`src/verilog/shs_cfg.svh`:
```
// Constants of the host serial port: widths, codes and sync depth
`ifndef SHS_CFG_SVH
`define SHS_CFG_SVH

// Bits in one transferred unit
`define SHS_BYTE_W 8
// Width of the saturating clock-pulse counter
`define SHS_CNT_W 4
// Pulse count that completes one full byte
`define SHS_FULL_CNT 4'h8
// Flip-flops in each pin synchroniser
`define SHS_SYNC_STAGES 2
// Number of pins passed through the synchroniser
`define SHS_PIN_N 6
// Bit positions of the pins in the synchronised vector
`define SHS_PIN_SCK 0
`define SHS_PIN_SEL_N 1
`define SHS_PIN_HOST_SERIAL_IN 2
`define SHS_PIN_FMT 3
`define SHS_PIN_SDA 4
`define SHS_PIN_SCL 5
// Reset value of the received byte and the outgoing bit
`define SHS_BYTE_RST 8'h00
`define SHS_BIT_RST 1'h1

`endif

```
`src/verilog/shs_pkg.sv`:
```
// Types shared by the host serial port modules
package shs_pkg;

  // Serial format picked at reset
  typedef enum logic {
    SHS_FMT_I2C = 1'b0,
    SHS_FMT_4WIRE = 1'b1
  } shs_format_t;

  // 4-wire transfer state, Gray coded
  typedef enum logic [1:0] {
    SHS_IDLE = 2'b00,
    SHS_SHIFT = 2'b01,
    SHS_DONE = 2'b11
  } shs_state_t;

endpackage

```
`src/verilog/shs_pin_if.sv`:
```
// Synchronised pin levels and their edges, between synchroniser and port logic
`timescale 1ns/1ps
interface shs_pin_if #(
  parameter int W = 6
);
  logic [W-1:0] level;
  logic [W-1:0] rise;
  logic [W-1:0] fall;

  modport src (output level, output rise, output fall);
  modport dst (input level, input rise, input fall);
endinterface

```
`src/verilog/shs_host_serial_port.sv`:
```
// Slave-only host serial port: 4-wire full duplex or I2C pin roles
`timescale 1ns/1ps
`include "shs_cfg.svh"
// What this block does
// - Transfers are organised as 8-bit bytes
// - Port is slave only, never drives clock
// - I2C: data pin never driven here, address pins inputs
// - 4-wire: output driven while selected, else released
// - Format pin high at reset picks 4-wire
// - Write byte in while read byte goes out
// - MSB first, active only while select low
// - Sample input on serial clock rising edges
// - Output changes on falling edges; MSB at select
// - Short transfer passes bits right-aligned at release
// - Long transfer keeps only last eight bits
// - After LSB, echo received bits until release
// - Format pin low at reset picks I2C
module shs_host_serial_port #(
  parameter int BYTE_W = `SHS_BYTE_W
) (
  input wire logic clock,
  input wire logic reset_n,
  // Shared pins
  input wire logic host_sck,
  input wire logic host_select_n,
  input wire logic host_serial_in,
  input wire logic format_select_pin,
  input wire logic host_serial_out_i,
  output logic host_serial_out_o,
  output logic host_serial_out_oe,
  // Core side
  input wire logic [BYTE_W-1:0] tx_byte,
  output logic tx_taken,
  output logic [BYTE_W-1:0] rx_byte,
  output logic rx_valid,
  output logic [`SHS_CNT_W-1:0] rx_bits,
  output logic format_select,
  output logic [1:0] i2c_addr,
  output logic i2c_scl_level,
  output logic i2c_sda_level
);

  // Byte width is fixed by the protocol
  if (BYTE_W != `SHS_BYTE_W) begin : g_bad_width
    $error("shs_host_serial_port supports only 8-bit units");
  end

  shs_pin_if #(.W(`SHS_PIN_N)) pin_if ();

  logic [`SHS_PIN_N-1:0] pins;
  shs_pkg::shs_format_t fmt_q;
  shs_pkg::shs_state_t state_q;
  logic [BYTE_W-1:0] shift_q;
  logic [BYTE_W-1:0] rx_q;
  logic [`SHS_CNT_W-1:0] cnt_q;
  logic sdo_q;
  logic [BYTE_W-1:0] rx_byte_q;
  logic rx_valid_q;
  logic tx_taken_q;
  logic [`SHS_CNT_W-1:0] rx_bits_q;
  logic four_wire;
  logic sel_fall;
  logic sel_rise;
  logic sck_rise;
  logic sck_fall;
  logic selected;

  // Every outside pin passes two flops before any logic reads it
  always_comb begin
    pins = '0;
    pins[`SHS_PIN_SCK] = host_sck;
    pins[`SHS_PIN_SEL_N] = host_select_n;
    pins[`SHS_PIN_HOST_SERIAL_IN] = host_serial_in;
    pins[`SHS_PIN_FMT] = format_select_pin;
    pins[`SHS_PIN_SDA] = host_serial_out_i;
    pins[`SHS_PIN_SCL] = host_sck;
  end

  shs_pin_sync #(
    .W(`SHS_PIN_N),
    .STAGES(`SHS_SYNC_STAGES)
  ) u_sync (
    .clock(clock),
    .pins(pins),
    .sync(pin_if)
  );

  // Format caught from the synchronised pin while reset is held
  always_ff @(posedge clock) begin
    if (!reset_n) begin
      if (pin_if.level[`SHS_PIN_FMT]) begin
        fmt_q <= shs_pkg::SHS_FMT_4WIRE;
      end else begin
        fmt_q <= shs_pkg::SHS_FMT_I2C;
      end
    end
  end

  // Edge events, only in 4-wire format; the host owns the clock
  assign four_wire = (fmt_q == shs_pkg::SHS_FMT_4WIRE);
  assign sel_fall = four_wire && pin_if.fall[`SHS_PIN_SEL_N];
  assign sel_rise = four_wire && pin_if.rise[`SHS_PIN_SEL_N];
  assign selected = four_wire && !pin_if.level[`SHS_PIN_SEL_N];
  assign sck_rise = pin_if.rise[`SHS_PIN_SCK] && (state_q == shs_pkg::SHS_SHIFT);
  assign sck_fall = pin_if.fall[`SHS_PIN_SCK] && (state_q == shs_pkg::SHS_SHIFT);

  // Transfer state: idle, shifting while selected, one-cycle hand-off
  always_ff @(posedge clock) begin
    if (!reset_n) begin
      state_q <= shs_pkg::SHS_IDLE;
    end else begin
      unique case (state_q)
        shs_pkg::SHS_IDLE: begin
          if (sel_fall) begin
            state_q <= shs_pkg::SHS_SHIFT;
          end
        end
        shs_pkg::SHS_SHIFT: begin
          if (sel_rise) begin
            state_q <= shs_pkg::SHS_DONE;
          end
        end
        shs_pkg::SHS_DONE: begin
          state_q <= shs_pkg::SHS_IDLE;
        end
        default: begin
          state_q <= shs_pkg::SHS_IDLE;
        end
      endcase
    end
  end

  // One register serves both directions: input enters at the LSB while
  // the MSB goes out, so after eight pulses the echo comes for free
  always_ff @(posedge clock) begin
    if (!reset_n) begin
      shift_q <= `SHS_BYTE_RST;
    end else if (sel_fall && state_q == shs_pkg::SHS_IDLE) begin
      shift_q <= tx_byte;
    end else if (sck_rise) begin
      shift_q <= {shift_q[BYTE_W-2:0], pin_if.level[`SHS_PIN_HOST_SERIAL_IN]};
    end
  end

  // Receive register starts cleared, so a short transfer is right-aligned
  always_ff @(posedge clock) begin
    if (!reset_n) begin
      rx_q <= `SHS_BYTE_RST;
    end else if (sel_fall && state_q == shs_pkg::SHS_IDLE) begin
      rx_q <= `SHS_BYTE_RST;
    end else if (sck_rise) begin
      rx_q <= {rx_q[BYTE_W-2:0], pin_if.level[`SHS_PIN_HOST_SERIAL_IN]};
    end
  end

  // Pulse counter saturates past a full byte; also blocks the hand-off of a frame with no pulses
  always_ff @(posedge clock) begin
    if (!reset_n) begin
      cnt_q <= '0;
    end else if (sel_fall && state_q == shs_pkg::SHS_IDLE) begin
      cnt_q <= '0;
    end else if (sck_rise && cnt_q != `SHS_FULL_CNT) begin
      cnt_q <= cnt_q + `SHS_CNT_W'(1);
    end
  end

  // Output bit: MSB at select fall, then each falling clock edge
  always_ff @(posedge clock) begin
    if (!reset_n) begin
      sdo_q <= `SHS_BIT_RST;
    end else if (sel_fall && state_q == shs_pkg::SHS_IDLE) begin
      sdo_q <= tx_byte[BYTE_W-1];
    end else if (sck_fall) begin
      sdo_q <= shift_q[BYTE_W-1];
    end
  end

  // Byte handed to the core when select rises, with pulse count
  always_ff @(posedge clock) begin
    if (!reset_n) begin
      rx_byte_q <= `SHS_BYTE_RST;
      rx_bits_q <= '0;
      rx_valid_q <= 1'b0;
    end else begin
      rx_valid_q <= 1'b0;
      if (sel_rise && state_q == shs_pkg::SHS_SHIFT && cnt_q != '0) begin
        rx_byte_q <= rx_q;
        rx_bits_q <= cnt_q;
        rx_valid_q <= 1'b1;
      end
    end
  end

  // Tells the core its byte was loaded for sending
  always_ff @(posedge clock) begin
    if (!reset_n) begin
      tx_taken_q <= 1'b0;
    end else begin
      tx_taken_q <= sel_fall && (state_q == shs_pkg::SHS_IDLE);
    end
  end

  // Pin drivers: push-pull while selected in 4-wire, never driven in I2C
  // because the I2C engine lies outside and pulls low through its own path
  always_comb begin
    host_serial_out_o = sdo_q;
    host_serial_out_oe = selected;
    if (!four_wire) begin
      host_serial_out_o = 1'b0;
      host_serial_out_oe = 1'b0;
    end
  end

  // I2C roles: address pins and bus lines as plain synchronised inputs
  always_comb begin
    i2c_addr = 2'h0;
    i2c_scl_level = 1'b1;
    i2c_sda_level = 1'b1;
    if (!four_wire) begin
      i2c_addr = {pin_if.level[`SHS_PIN_SEL_N], pin_if.level[`SHS_PIN_HOST_SERIAL_IN]};
      i2c_scl_level = pin_if.level[`SHS_PIN_SCL];
      i2c_sda_level = pin_if.level[`SHS_PIN_SDA];
    end
  end

  assign rx_byte = rx_byte_q;
  assign rx_valid = rx_valid_q;
  assign rx_bits = rx_bits_q;
  assign tx_taken = tx_taken_q;
  assign format_select = fmt_q;

endmodule

```
`src/verilog/shs_pin_sync.sv`:
```
// Multi-stage pin synchroniser with single-cycle edge pulses
`timescale 1ns/1ps
module shs_pin_sync #(
  parameter int W = 6,
  parameter int STAGES = 2
) (
  input wire logic clock,
  input wire logic [W-1:0] pins,
  shs_pin_if.src sync
);

  logic [W-1:0] chain_q [STAGES];
  logic [W-1:0] prev_q;

  // Fewer than two stages would let a metastable level reach the logic
  if (STAGES < 2) begin : g_bad_stages
    $error("shs_pin_sync needs at least two stages");
  end

  // No reset: the chain just follows the pins, reset keeps edges unused
  always_ff @(posedge clock) begin
    chain_q[0] <= pins;
    for (int i = 1; i < STAGES; i++) begin
      chain_q[i] <= chain_q[i-1];
    end
  end

  // Delayed copy of the settled level for edge detection
  always_ff @(posedge clock) begin
    prev_q <= chain_q[STAGES-1];
  end

  // Each edge shows for exactly one cycle
  assign sync.level = chain_q[STAGES-1];
  assign sync.rise = chain_q[STAGES-1] & ~prev_q;
  assign sync.fall = ~chain_q[STAGES-1] & prev_q;

endmodule

```
`config.mk`:
```
export PLATFORM = sky130hd
export DESIGN_NAME = shs_host_serial_port
export DESIGN_NICKNAME = d
export VERILOG_FILES = /design/src/verilog/shs_pkg.sv /design/src/verilog/shs_pin_if.sv /design/src/verilog/shs_host_serial_port.sv /design/src/verilog/shs_pin_sync.sv
export VERILOG_INCLUDE_DIRS = /design/src /design/src/verilog
export SDC_FILE = /design/constraint.sdc
export NUM_CORES = 1
export LEC_CHECK = 0
export ABC_AREA = 1
export BUFFER_PORTS_ARGS = -buffer_cell sky130_fd_sc_hd__buf_4
export CAP_MARGIN = 20
export CORE_MARGIN = 1.5
export CORE_UTILIZATION = 39
export DETAILED_ROUTE_END_ITERATION = 6
export GPL_ROUTABILITY_DRIVEN = 0
export GPL_TIMING_DRIVEN = 1
export PLACE_DENSITY = 0.65
export SYNTH_ARGS = -nofsm -noshare
export SYNTH_HDL_FRONTEND = slang
export SYNTH_HIERARCHICAL = 1
export SYNTH_SLANG_ARGS = --single-unit
```
`constraint.sdc`:
```
create_clock -name clock -period 2.6 [get_ports clock]
set_clock_uncertainty 0.05 [all_clocks]
set_input_delay 0.39 -clock clock [delete_from_list [all_inputs] [get_ports clock]]
set_output_delay 0.39 -clock clock [all_outputs]
set_load 0.1 [all_outputs]
```
==> results of run 1 <==
-- layout by cell type, fill, tap and decap left out, drive strengths merged --
cell	instances
nand4	5
nor2	43
nor3	5
edfxtp	1
nand3b	7
ha	2
o21ai	13
a21oi	14
dfxtp	51
inv	23
nand2	45
nand3	15
bufinv	1
clkinv	1
or2	2
buf	35
clkbuf	6
-- layer usage --
layer / GRT usage [%] / vias up
met5: 0 / -
met4: 6.465 / 0
met3: 4.472 / 7
met2: 23.41 / 27
met1: 18.52 / 698
li1: - / 812
-- power breakdown --
part / leakage (nW) / internal, mW / switching, mW
combinational: 0.550 / 0.0428 / 0.0964
sequential: 0.427 / 0.822 / 0.0135
clock: 0.0558 / 0.291 / 0.258
total: 1.03 / 1.16 / 0.368
-- registers in the layout (all words and copies together), names as in the netlist --
name	flops
u_sync/chain_q	12
tx_taken	1
rx_q	8
state_q	2
shift_q	8
rx_valid	1
u_sync/prev_q	2
cnt_q	4
rx_byte	8
sdo_q	1
rx_bits	4
format_select	1
-- final timing paths --
kind | start | end | slack, ps | depth (start not counted)
worst max-delay path | format_select$_DFFE_PN_ | i2c_scl_level | 760 | 2
worst min register to register | u_sync/chain_q[0][1]$_DFF_P_ | u_sync/chain_q[0][7]$_DFF_P_ | 280 | 0
worst min-delay path | host_serial_in | u_sync/chain_q[0][2]$_DFF_P_ | 130 | 1
worst max register to register | cnt_q[0]$_SDFFE_PP0P_ | rx_byte[3]$_SDFFE_PN0P_ | 1020 | 7
-- metrics by stage --
| step | power (mW) | area, µm² | setup slack [ps] | cells |
|---|---|---|---|---|
| 6_report | 1.524 | 2360 | 760.0 | 336 |
| 3_5_place_dp | 0.9943 | 2248 | 1062 | 328 |
| 5_1_grt | 1.586 | 2360 | 690.3 | 336 |
| 4_1_cts | 1.539 | 2360 | 746.1 | 336 |
| 3_3_place_gp | 0.9927 | 2248 | 1060 | 328 |
| 2_1_floorplan | 0.9635 | 1993 | -108.5 | 238 |
-- worst register-to-register path: cells and delay by family, from the launching register on --
kind / cells / cell delay, ps
and+or+nand+nor: 4 / 590
DFF: 1 / 370
buffers and inverters: 2 / 300
adders and majority gates: 1 / 180
-- area by class of cell --
class / instances / area [µm²] / share of cell area (%)
Sequential cell: 52 / 1051 / 44.54
Timing Repair Buffer: 35 / 262.8 / 11.13
Inverter: 23 / 87.58 / 3.712
Clock buffer: 6 / 72.57 / 3.075
Tap cell: 67 / 83.83 / 3.552
Clock inverter: 2 / 38.79 / 1.644
Multi-Input combinational cell: 151 / 763.2 / 32.34
==> impl_metrics.ini, run 1 <==
[detailed_routing]
num_vias = 1544
drc = 0
first_iter_violations = 66
dr.pass1.iters = 4
highest_layer = met4
vias_per_cell = 4.595
met3_length_um = 134
wl_met2_um = 1650
ant_nets = 0
wl_met1_um = 1788
post_drt_wl_per_cell_um = 10.86
drt-total-wl_um = 3650

[timing]
fmax_mhz = 543.5
relSlewSlack_pct = 79.05
setup_viol = 0
worstMarginPinSlew_ps = 313.9
finalHoldViolations = 0
tns_ps = 0
rsz0062_at_grt = false
post-route-min-period_ps = 1840
fin_crit_sh_pct = 70.77
slew_viol_final = 0
whs_ps = 128.1

[synth]
syn_inst = 238
avgSynthCellArea_um2 = 8.364
yosys_warnings = 6
syn_nets = 255
netlist_area_mm2 = 0.001991

[critical_path]
critPathArrivalTime_ps = 1400
critPathLaunchType = flop
path_delay_family = flip-flops
endpoint_kind = output port
cp.buffers_inverters = 1
required_ps = 2160
cpMaxStageDelayCell = edfxtp_1
path_max_fanout = 9
crit_chain = or2_2 > buf_4
timing_worst_setup_path_type = flop to output port
max_stage_delay_ps = 520

[clock_network]
cts_hold_buf = 0
cts_tree = built
cts_resized = 0
postCtsSetupRepairBufs = 0
cts_htree_levels = 2
clk_path_buf_depth = 2
insertion_delay_ps = 300
cts_buffers = 5
cts_root_buffer = clkbuf_8
path_clk_slew_ps = 90
clock-sinks = 52

[pwr]
power_density_mw_per_mm2 = 645.7
p_leak_nw = 1.033
peakVddDrop_mv = 0.3032

[layout]
fillers = 489
antenna_cells = 0
post-route-util_pct = 48.99
layout.nets = 285
layout-drive-gt1-share_pct = 23.42
area_delta_synth_final_pct = 18.54

[global_routing]
grt_pass1_wl_um = 6147
grt_start_max_net_pins = 25
antenna_found_initial = 0
grt_overflow = 0
gr-usage-all-layers_pct = 14.73
first_global_vias = 1384

[floorplanning]
placementRows = 25
die_y_um = 74.45
dieArea_mm2 = 0.005542
die_x_um = 74.45
start_util_pct = 41.32
io_pins = 36
core_mm2 = 0.004817

[run]
cap_violations = 0

[place]
io_buffers = 35
hpwl_um = 2599

[status]
outcome = complete, no violations

[hold_path]
hold_class = primary input to flop
(Power assumes the default switching activity.)
==> inputs of run 2 (changes only) <==
- ABC_AREA: 1 -> 0
- PLACE_DENSITY: 0.65 -> 0.67
- clock period: 2.6 -> 1.5 ns (I/O delays scaled with it)
==> impl_metrics.ini, run 2 <==
[pwr]
peakVddDrop_mv = 0.6280
p_leak_nw = 1.017
power_density_mw_per_mm2 = 999.1
p_total_mw = 2.658

[critical_path]
cp.buffers_inverters = 2
max_stage_delay_ps = 520
endpoint_kind = output port
critPathCapture = host_serial_out_o
cpMaxStageDelayCell = edfxtp_1
crit_cells = 3
reg2reg_to = shift_q[5]$_SDFFE_PN0P_
crit_chain = buf_6 > and2_4 > buf_12
timing_worst_setup_path_type = flop to output port
startpoint = format_select$_DFFE_PN_
r2r_start = format_select$_DFFE_PN_
r2r_slack_ps = 90
required_ps = 1220
path_delay_family = flip-flops
critPathLaunchType = flop
path_max_fanout = 6
ff2ff_path_depth = 5
critPathArrivalTime_ps = 1340

[hold_path]
hold_class = primary input to flop

[detailed_routing]
vias_per_cell = 4.846
drt-total-wl_um = 3940
first_iter_violations = 108
dr.pass1.iters = 4
drc = 0
num_vias = 1575
ant_nets = 0
post_drt_wl_per_cell_um = 12.12

[clock_network]
cts_tree = built
cts_htree_levels = 2
cts_buffers = 5
clk_path_buf_depth = 2
cts_root_buffer = clkbuf_8
insertion_delay_ps = 310
path_clk_slew_ps = 100
clock-sinks = 52

[layout]
layout.nets = 274
regMostFlops = u_sync/chain_q
area_delta_synth_final_pct = 38.86
post-route-util_pct = 56.32
mostFrequentLayoutCell = dfxtp_1
layout-drive-gt1-share_pct = 34.50
final_cell_count_no_fill = 325
final_cell_mix = dfxtp_1, buf_4, nand2_1, a21oi_1, o21ai_0
postLayoutCellArea_mm2 = 0.002660
largest_reg_flops = 12
antenna_cells = 0

[status]
failed_checks = negative setup slack
outcome = complete, but fails checks

[timing]
post-route-min-period_ps = 1611
relSlewSlack_pct = 80.90
slew_viol_final = 0
whs_ps = 147.8
tns_ps = -549.0
rsz0062_at_grt = true
setup_slack_ps = -111.2
fin_crit_sh_pct = 107.4
finalHoldViolations = 0
worstMarginPinSlew_ps = 286.1
setup_viol = 6
fmax_mhz = 620.7

[floorplanning]
io_pins = 36
die_x_um = 73.09
die_y_um = 73.09
start_util_pct = 40.56
placementRows = 25
dieArea_mm2 = 0.005341
core_mm2 = 0.004723

[place]
post_dp_cell_area_mm2 = 0.002345
dp_worst_setup_slack_ps = -125.0
dp.cells = 309
io_buffers = 35
hpwl_um = 2607

[global_routing]
grt_overflow = 0
grt_pass1_wl_um = 6465
gr-usage-all-layers_pct = 15.79
antenna_found_initial = 0
first_global_vias = 1443
grt_start_max_net_pins = 18

[synth]
syn_nets = 225
syn_inst = 208
netlist_area_mm2 = 0.001916
yosys_warnings = 6
avgSynthCellArea_um2 = 9.210

[run]
cap_violations = 0
==> run 2: cell types whose count changed in the layout (fill, tap and decap cells not counted), sizes merged, moves of 5 or more <==
cell / delta
a21oi: +12
a31oi: +9
buf: +20
dlygate4sd3: +5
inv: -17
nand2: -15
nand4: -5
nor2: -41
o21ai: +9
==> run 2: worst register-to-register path, cell delays in order (launching register included) <==
cell and delay, ps:
edfxtp_1 500, buf_4 190, nand4bb_4 130, buf_4 190, o221ai_1 170, a31oi_1 60
==> run 2: layout make-up <==
cell class,instances,area (µm²)
Inverter,6,22.52
Timing Repair Buffer,60,560.5
Tap cell,67,83.83
Fill cell,427,2063
Sequential cell,52,1051
Multi-Input combinational cell,132,832.0
Clock inverter,2,16.27
Clock buffer,6,93.84
==> run 2: power breakdown <==
group	total, mW	leakage (nW)	switching, mW	internal (mW)
clock	0.915	0.0530	0.479	0.436
sequential	1.44	0.427	0.0196	1.42
combinational	0.301	0.537	0.168	0.133
total	2.66	1.02	0.666	1.99
==> run 2: worst min path at each step <==
| stage | startpoint | endpoint | slack, ps | depth (start not counted) |
|---|---|---|---|---|
| CTS | reset_n | sdo_q$_SDFFE_PN1P_ | 140 | 2 |
| global route | reset_n | sdo_q$_SDFFE_PN1P_ | 140 | 2 |
| global placement | u_sync/chain_q[0][2]$_DFF_P_ | u_sync/chain_q[0][8]$_DFF_P_ | 260 | 0 |
| finish | reset_n | sdo_q$_SDFFE_PN1P_ | 150 | 2 |
| detailed placement | u_sync/chain_q[0][1]$_DFF_P_ | u_sync/chain_q[0][7]$_DFF_P_ | 260 | 0 |
| floorplan | host_sck | u_sync/chain_q[0][0]$_DFF_P_ | 200 | 0 |
==> run 2: per-layer routing <==
metal  global-route usage (%)  routed length, µm  vias up
met3                    4.972                199        6
met5                        0                  0        -
met1                    19.47               1836      724
met2                    25.86               1850       36
met4                    5.660                 54        0
li1                         -                  -      809
==> run 2: repair_timing <==
action,CTS,global route
hold buffers,5,0
setup buffers,0,3
endpoints found under the setup margin,19,19
resized for setup,18,11
hold endpoints to repair,6,0
